--- src/mdfp_pkg.sv ---
// Purpose: constants for motor driver fault protection
// Assumes: 20 MHz ref_clk
// Notes: times in ns, cycle counts derived below
package mdfp_pkg;
  // ==========================================================
  // clock and dead-band times
  localparam int unsigned CLK_PERIOD_NS = 50;
  localparam int unsigned THERM_DEADBAND_NS = 5000;
  localparam int unsigned OVC_DEADBAND_NS = 1000;
  localparam int unsigned UV_DEADBAND_NS = 1000;
  // least times round up, at least one cycle
  localparam int unsigned THERM_DEADBAND_CYC =
    (THERM_DEADBAND_NS + CLK_PERIOD_NS - 1) / CLK_PERIOD_NS;
  localparam int unsigned OVC_DEADBAND_CYC =
    (OVC_DEADBAND_NS + CLK_PERIOD_NS - 1) / CLK_PERIOD_NS;
  localparam int unsigned UV_DEADBAND_CYC =
    (UV_DEADBAND_NS + CLK_PERIOD_NS - 1) / CLK_PERIOD_NS;
  localparam int unsigned NUM_CHANNELS = 2;
  localparam int unsigned CNT_W = 8;
  // ==========================================================
  // protection state
  typedef enum logic [1:0]
  {
    MDFP_RUN = 2'b00,
    MDFP_UVLOCK = 2'b01,
    MDFP_TRIPPED = 2'b11
  } mdfp_state_t;
endpackage : mdfp_pkg
--- src/mdfp_deadband.sv ---
// Purpose: dead-band qualifier for one comparator level
// Assumes: raw input already synchronised
// Notes: qual rises after CYCLES continuous high samples
module mdfp_deadband #(
  parameter int unsigned CNT_W = 8,
  parameter logic [CNT_W-1:0] CYCLES = 8'h0064
) (
  input wire logic ref_clk,
  input wire logic srst,
  input wire logic raw,
  output logic qual
);
  logic [CNT_W-1:0] cnt_q;

  // ==========================================================
  // counter, restarts on any low sample
  always_ff @(posedge ref_clk)
  begin
    if (srst || !raw)
    begin
      cnt_q <= '0;
    end
    else if (cnt_q != CYCLES)
    begin
      cnt_q <= cnt_q + 1'b1;
    end
  end

  always_ff @(posedge ref_clk)
  begin
    if (srst)
    begin
      qual <= 1'b0;
    end
    else
    begin
      // needs CYCLES in a row, so short glitches never qualify
      qual <= raw && (cnt_q == CYCLES - 1'b1 || cnt_q == CYCLES);
    end
  end
endmodule : mdfp_deadband

--- src/mdfp_fault_protect.sv ---
// Purpose: fault protection for a two-channel stepping motor driver
// Assumes: comparator levels asynchronous to ref_clk; srst is power-on reset
// Notes: flags are open drain, oe high pulls the pin low
module mdfp_fault_protect #(
  parameter int unsigned NCH = mdfp_pkg::NUM_CHANNELS
) (
  input wire logic ref_clk,
  input wire logic srst,
  input wire logic over_temp_raw,
  input wire logic [NCH-1:0] over_current_raw,
  input wire logic motor_supply_low_raw,
  input wire logic sleep_req,
  output logic [NCH-1:0] channel_enable,
  output logic logic_reset,
  output logic thermal_trip,
  output logic overcurrent_trip,
  output logic supply_undervoltage_lock,
  output logic fault_flag_out_o,
  output logic fault_flag_out_oe,
  output logic thermal_flag_out_o,
  output logic thermal_flag_out_oe
);
  // ==========================================================
  // input synchronisers
  localparam int unsigned NIN = NCH + 3;
  logic [NIN-1:0] meta_q;
  logic [NIN-1:0] sync_q;

  always_ff @(posedge ref_clk)
  begin
    if (srst)
    begin
      meta_q <= '0;
      sync_q <= '0;
    end
    else
    begin
      meta_q <= {sleep_req, motor_supply_low_raw, over_current_raw, over_temp_raw};
      sync_q <= meta_q;
    end
  end

  logic temp_s;
  logic [NCH-1:0] ovc_s;
  logic uv_s;
  logic sleep_s;
  assign temp_s = sync_q[0];
  assign ovc_s = sync_q[NCH:1];
  assign uv_s = sync_q[NCH+1];
  assign sleep_s = sync_q[NCH+2];

  // ==========================================================
  // dead-band filters
  logic temp_qual;
  logic [NCH-1:0] ovc_qual;
  logic uv_qual;

  mdfp_deadband #(
    .CNT_W(mdfp_pkg::CNT_W),
    .CYCLES(mdfp_pkg::CNT_W'(mdfp_pkg::THERM_DEADBAND_CYC))
  ) u_temp_db (
    .ref_clk(ref_clk),
    .srst(srst),
    .raw(temp_s),
    .qual(temp_qual)
  );

  genvar g;
  generate
    for (g = 0; g < NCH; g++)
    begin : g_ovc
      mdfp_deadband #(
        .CNT_W(mdfp_pkg::CNT_W),
        .CYCLES(mdfp_pkg::CNT_W'(mdfp_pkg::OVC_DEADBAND_CYC))
      ) u_ovc_db (
        .ref_clk(ref_clk),
        .srst(srst),
        .raw(ovc_s[g]),
        .qual(ovc_qual[g])
      );
    end
  endgenerate

  mdfp_deadband #(
    .CNT_W(mdfp_pkg::CNT_W),
    .CYCLES(mdfp_pkg::CNT_W'(mdfp_pkg::UV_DEADBAND_CYC))
  ) u_uv_db (
    .ref_clk(ref_clk),
    .srst(srst),
    .raw(uv_s),
    .qual(uv_qual)
  );

  // ==========================================================
  // trip latches
  logic therm_q;
  logic ovc_q;
  logic slept_q;
  logic release_evt;

  // release needs a sleep period followed by return to normal
  assign release_evt = slept_q && !sleep_s;

  always_ff @(posedge ref_clk)
  begin
    if (srst || uv_qual)
    begin
      slept_q <= 1'b0;
    end
    else
    begin
      slept_q <= sleep_s;
    end
  end

  // undervoltage resets the latches too; a fresh trip beats release
  always_ff @(posedge ref_clk)
  begin
    if (srst || uv_qual)
    begin
      therm_q <= 1'b0;
    end
    else if (temp_qual)
    begin
      therm_q <= 1'b1;
    end
    else if (release_evt)
    begin
      therm_q <= 1'b0;
    end
  end

  always_ff @(posedge ref_clk)
  begin
    if (srst || uv_qual)
    begin
      ovc_q <= 1'b0;
    end
    else if (|ovc_qual)
    begin
      ovc_q <= 1'b1;
    end
    else if (release_evt)
    begin
      ovc_q <= 1'b0;
    end
  end

  // ==========================================================
  // state and outputs, all registered
  mdfp_pkg::mdfp_state_t state_q;
  mdfp_pkg::mdfp_state_t state_d;

  always_comb
  begin
    case ({uv_qual, therm_q | ovc_q})
      2'b00: state_d = mdfp_pkg::MDFP_RUN;
      2'b01: state_d = mdfp_pkg::MDFP_TRIPPED;
      2'b10, 2'b11: state_d = mdfp_pkg::MDFP_UVLOCK;
      default: state_d = mdfp_pkg::MDFP_UVLOCK;
    endcase
  end

  always_ff @(posedge ref_clk)
  begin
    if (srst)
    begin
      state_q <= mdfp_pkg::MDFP_UVLOCK;
    end
    else
    begin
      state_q <= state_d;
    end
  end

  always_ff @(posedge ref_clk)
  begin
    if (srst)
    begin
      channel_enable <= '0;
      logic_reset <= 1'b1;
      supply_undervoltage_lock <= 1'b1;
    end
    else
    begin
      // every channel off for any fault, never just the faulty one
      channel_enable <= (state_d == mdfp_pkg::MDFP_RUN && !sleep_s) ? '1 : '0;
      // step logic held one edge past the lock, so it restarts clean
      logic_reset <= uv_qual || state_q == mdfp_pkg::MDFP_UVLOCK;
      supply_undervoltage_lock <= uv_qual;
    end
  end

  always_ff @(posedge ref_clk)
  begin
    if (srst)
    begin
      thermal_trip <= 1'b0;
      overcurrent_trip <= 1'b0;
      fault_flag_out_oe <= 1'b0;
      thermal_flag_out_oe <= 1'b0;
      fault_flag_out_o <= 1'b0;
      thermal_flag_out_o <= 1'b0;
    end
    else
    begin
      thermal_trip <= therm_q;
      overcurrent_trip <= ovc_q;
      fault_flag_out_oe <= therm_q | ovc_q;
      thermal_flag_out_oe <= therm_q;
      fault_flag_out_o <= 1'b0;
      thermal_flag_out_o <= 1'b0;
    end
  end
endmodule : mdfp_fault_protect

--- config.mk ---
export PLATFORM = sky130hd
export DESIGN_NAME = mdfp_fault_protect
export DESIGN_NICKNAME = d
export VERILOG_FILES = /design/src/mdfp_pkg.sv /design/src/mdfp_deadband.sv /design/src/mdfp_fault_protect.sv
export SDC_FILE = /design/constraint.sdc
export NUM_CORES = 1
export LEC_CHECK = 0
export BUFFER_PORTS_ARGS = -buffer_cell sky130_fd_sc_hd__buf_2
export CAP_MARGIN = 0
export CORE_ASPECT_RATIO = 1.5
export CORE_MARGIN = 3
export CORE_UTILIZATION = 32
export CTS_CLUSTER_DIAMETER = 30
export DETAILED_ROUTE_END_ITERATION = 12
export PLACE_DENSITY = 0.45
export SYNTH_ARGS = -nofsm -noshare
export SYNTH_HDL_FRONTEND = slang
export SYNTH_SLANG_ARGS = --single-unit
--- constraint.sdc ---
create_clock -name ref_clk -period 2.5 [get_ports ref_clk]
set_input_delay 0.25 -clock ref_clk [delete_from_list [all_inputs] [get_ports ref_clk]]
set_output_delay 0.25 -clock ref_clk [all_outputs]
set_load 0.02 [all_outputs]
Word level (Yosys, flattened, before mapping)
Index checks and enable logic that the tools add are counted.

word-level totals
  bits in registers = 58
  bits of input ports = 7

operators by class
  add/subtract/negate cells = 4
  equal/unequal tests = 16
  muxes and demuxes = 5
  bitwise operators = 1
  reductions and logical operators = 27

operators with widths
  cell                                                                    count
  8-bit by 5-bit equality test with 1-bit output (second input constant)  6
  8-bit by 1-bit adder with 8-bit output (second input constant)          4
  8-bit by 5-bit != test with 1-bit output (second input constant)        3
  8-bit by 7-bit equality test with 1-bit output (second input constant)  2
  1-bit logical OR                                                        10
  8-bit by 7-bit != test with 1-bit output (second input constant)        1
  1-bit logical AND                                                       6
  2-bit one-hot mux with 3 select lines                                   1
  1-bit logical NOT                                                       5
  2-bit by 1-bit equality test with 1-bit output (second input constant)  2
  2-bit equality test (second input constant)                             2
  2-bit logical NOT                                                       2
  2-bit nonzero test                                                      2
  2-bit OR reduction                                                      2
  1-bit two-way mux                                                       3
  2-bit two-way mux                                                       1
  1-bit OR                                                                1

Logic depth before layout (Yosys ltp)
  word-level depth = 7
  depth in mapped cells = 5
  gate-level depth less buffers = 5

Cells and area by module
Synthesis repeated with hierarchy kept, for this count alone.

unflattened totals
  cell total of the unflattened synthesis = 259
  area, all modules = 2502.4 um^2

by module, submodules not included
  module                                  instances  cells an instance  area each (um^2)  sequential area each (um^2)
  mdfp_deadband at g_ovc[0].u_ovc_db ...  3          51                 475.5             180.2
  mdfp_fault_protect                      1          54                 611.8             420.4
  mdfp_deadband at u_temp_db              1          52                 464.2             180.2

Worst setup path after synthesis
Ideal clock, no wire load.

  path kind = register -> register
  from = register u_uv_db.cnt_q[0]
  to = register u_uv_db.cnt_q[0]
  setup time = 0.121 ns
  arrival = 1.202 ns
  data required time = 2.379 ns
  slack = 1.177 ns
  stages on the path, launching flop included = 6
  clock period less this slack = 1.323 ns
  path through = dfxtp_1 inv_1 ha_1 and2_1 nand3_1 mux2_2

on the way
  cells in the longest elaborated chain, start to end = 1
  elaborated cells between the ends (all ways) = 2

RTL lines
  item                                                                                                line                                      text
  start: declaration                                                                                  mdfp_deadband.sv:13                       logic [CNT_W-1:0] cnt_q;
  start signal: assignment                                                                            mdfp_deadband.sv:25                       cnt_q <= cnt_q + 1'b1;
  8-bit by 1-bit adder with 8-bit output or 8-bit by 5-bit != test with 1-bit output (tied branches)  mdfp_deadband.sv:25, mdfp_deadband.sv:23

Several ways; a longest one is shown, not always the timed one.
A chain may end at the register's enable or synchronous reset.

Worst setup path in the final report
  from = register u_temp_db.cnt_q[2]
  to = register u_temp_db.cnt_q[7]

on the way
  cells in the longest elaborated chain, start to end = 1
  elaborated cells between the ends (all ways) = 2

RTL lines
  item                                                                                                line
  start: declaration                                                                                  mdfp_deadband.sv:13
  start signal: assignment                                                                            mdfp_deadband.sv:25
  8-bit by 1-bit adder with 8-bit output or 8-bit by 7-bit != test with 1-bit output (tied branches)  mdfp_deadband.sv:25, mdfp_deadband.sv:23

Several ways; a longest one is shown, not always the timed one.

==> key figures <==
Setup path
  – CP Capture Type: flop
  – Worst path slowest cell: dfxtp_1
  – R2R Path Start: u_temp_db.cnt_q[2]
  – Cell family with most CP delay: simple AND/OR/NAND/NOR gates
  – Setup crit start kind: flop
  – Worst path bufs/invs: 0
  – Crit-path cells: nand3_1 -> or4_1 -> a211oi_1
  – Reg-to-reg endpoint: u_temp_db.cnt_q[7]
  – Crit Path Category: flop to flop
  – Crit path max fanout: 7
  – CP arrival: 1680 ps
  – Max incr delay on CP: 460 ps
  – Worst path required time: 2750 ps
  – Worst r2r path cells: 3
  – Reg2reg setup slack: 1070 ps

Pwr
  – Maximum VDD drop: 268 uV
  – Leak Pwr: 0.944 nW
  – Power per Cell Area: 670 mW/mm2

Cells and area
  – P&R area growth vs syn: 14.0%
  – Antenna diode count: 0
  – Share of cells above drive strength 1: 12.5%
  – Fin nets: 290
  – Fillers: 755
  – Post-route design area: 0.00273 mm2
  – Post-Layout Cell Count: 379

Clocking
  – Hold_buf cts: 0
  – Clock tree buffer depth: 2
  – Setup bufs post-CTS: 0
  – Clk slew on worst S/H paths: 70 ps
  – # clock sinks: 57
  – H-tree levels: 3
  – CTS buffer count: 9
  – Clock Latency Late Sink: 340 ps
  – Clock root cell: clkbuf_8
  – CTS tree: done
  – Post-CTS sizing: 0

Floorplan
  – Top Ports: 17
  – Initial core utilization: 33.1%
  – FP Rows: 38
  – CORE AREA: 0.00723 mm2
  – Die Wd: 76.6 um
  – Die H: 112 um
  – Total die area: 0.00857 mm2

Yosys
  – Top-count cell post-synth: dfxtp_1
  – Synth Area in Adders: 4.18%
  – Synth Register Bits: 57
  – Syn Area/Cell: 9.20 um2
  – Register area share after synthesis: 47.7%
  – Largest family of logic cells by synthesized area: simple AND/OR/NAND/NOR gates
  – Post-synthesis compound-gate area fraction: 11.9%
  – Most common flop cell mapped by yosys: dfxtp_1
  – Post-Synthesis Cell Area: 0.00239 mm2
  – Ys async rst share: 0%
  – Synth cell types: 42
  – Post-synthesis mux area share: 1.73%
  – Post-synth top area share: 47.7%
  – Syn. warnings: 0
  – Yosys top cell by area: dfxtp_1
  – Post-synth EDFFs: 0
  – Top post-synthesis cells by count: 57 x dfxtp_1, 25 x a21oi_1, 17 x nand3_1, 17 x nor2_1
  – Synth Area in XOR/XNOR: 3.66%
  – Simple-Gate Fraction of Synth Area: 26.2%
  – Synth Instances: 260
  – Synth top area cells: dfxtp_1 48%, a21oi_1 5.2%, ha_1 4.2%

Global route
  – Global Route Usage Sum: 11.6%
  – Largest net degree at the start of global routing: 18
  – First-pass GRT wire length: 7800 um
  – Grt total ovfl: 0
  – GR Util met2: 18.3%
  – Met3 usage: 4.77%
  – Initial antenna violation count: 0
  – Via count of the first global-routing pass: 1749
  – Met1 GRT Util: 12.6%
  – Gr busiest metal: met2

Detailed routing
  – DR iter-0 viols: 112
  – Residual DRC: 0
  – Via count: 1756
  – Routed wirelength normalized by instance count: 11.3 um
  – DR pass1 iterations: 4
  – Remaining antenna violation count: 0
  – Post-Route WL: 4300 um
  – Vias per std cell: 4.63

Timing
  – Final hold slack: 121 ps
  – Max Slew Vio Count: 0
  – Final Hold Vio Count: 0
  – Fin crit share: 57.2%
  – Fin Clk Skew: 6.00 ps
  – Final WS setup: 1070 ps
  – RSZ-0062 raised after global routing: no
  – Setup TNS: 0 ps
  – Max Freq: 699 MHz
  – # setup viols final: 0
  – Minimum clock period: 1430 ps

Status
  – Status: complete, no violations

Place
  – Dpl cells: 364
  – Placed cell area: 0.00253 mm2
  – Placer Congestion: 0.710
  – DP Wirelength: 3020 um
  – Number of port buffers: 14
  – DP Worst Slack: 1090 ps

Hold path
  – Hold Crit Start: over_current_raw[1]
  – Hold worst-path end: meta_q[2]
  – Worst min path class: primary input to flop
  – Hold Path Depth: 2

Flow run
  – Max-Cap Viols: 0
## metal layers
layer / wire length [um] / vias up
met3: 220 / 12
li1: - / 931
met4: 160 / 0
met2: 2000 / 33
met1: 1920 / 780
met5: 0 / -
## registers in the layout (all words and copies together), names as in the netlist
name	count
state_q	2
g_ovc.u_ovc_db.cnt_q	16
sync_q	5
overcurrent_trip	1
channel_enable	1
u_uv_db.cnt_q	8
u_temp_db.cnt_q	8
u_temp_db.qual	1
ovc_q	1
supply_undervoltage_lock	1
thermal_flag_out_oe	1
g_ovc.u_ovc_db.qual	2
meta_q	5
u_uv_db.qual	1
logic_reset	1
fault_flag_out_oe	1
therm_q	1
slept_q	1
## per-stage QoR
stage | util, % | power [mW]
after floorplan | - | 0.981
after global placement | 35.0 | 0.991
after detailed placement | 35.0 | 0.992
after CTS | 37.7 | 1.87
after global routing | 37.7 | 1.91
final | 37.7 | 1.83
## layout make-up
class,count,area [um2],area share (%)
Sequential cell,57,1140,41.9
Clock inverter,3,40.0,1.47
Tap cell,100,125,4.59
Clock buffer,12,155,5.69
Timing Repair Buffer,14,70.1,2.57
Inverter,13,48.8,1.79
Multi-Input combinational cell,180,1150,42.0
## where the power goes
group | total, mW | switching [mW] | internal (mW)
sequential | 0.927 | 0.00528 | 0.922
clock | 0.857 | 0.352 | 0.506
combinational | 0.0435 | 0.0265 | 0.0171
## how the worst max path moves through the flow
stage	startpoint	end	slack (ps)	cells after the start
6_report	u_temp_db.cnt_q[2]	u_temp_db.cnt_q[7]	1070	3
5_1_grt	u_temp_db.cnt_q[2]	u_temp_db.cnt_q[7]	940	3
4_1_cts	u_temp_db.cnt_q[2]	u_temp_db.cnt_q[7]	1070	3
3_5_place_dp	u_uv_db.cnt_q[0]	u_uv_db.cnt_q[0]	1090	5
3_3_place_gp	u_uv_db.cnt_q[0]	u_uv_db.cnt_q[0]	1120	5
2_1_floorplan	u_uv_db.cnt_q[0]	u_uv_db.cnt_q[0]	1180	5
## cell usage in the layout, fill, tap and decap left out, types with 13 or more instances in the layout
cell / Yosys / layout
inv_1: 13 / 13
nor2_1: 17 / 17
nand3_1: 17 / 17
or3_1: 13 / 13
nor2b_1: 13 / 13
buf_2: 3 / 14
a21oi_1: 25 / 25
o21ai_0: 13 / 13
dfxtp_1: 57 / 57
## logic make-up (layout without fill, tap and decap cells)
kind of cell	Yosys count	count (layout)
flops	57	57
mux	4	4
compound gates	50	50
buf+inv	24	42
simple gates	106	106
fa+ha+maj	8	8
xor+xnor	10	10
other cells	1	2
(Power assumes the default switching activity.)
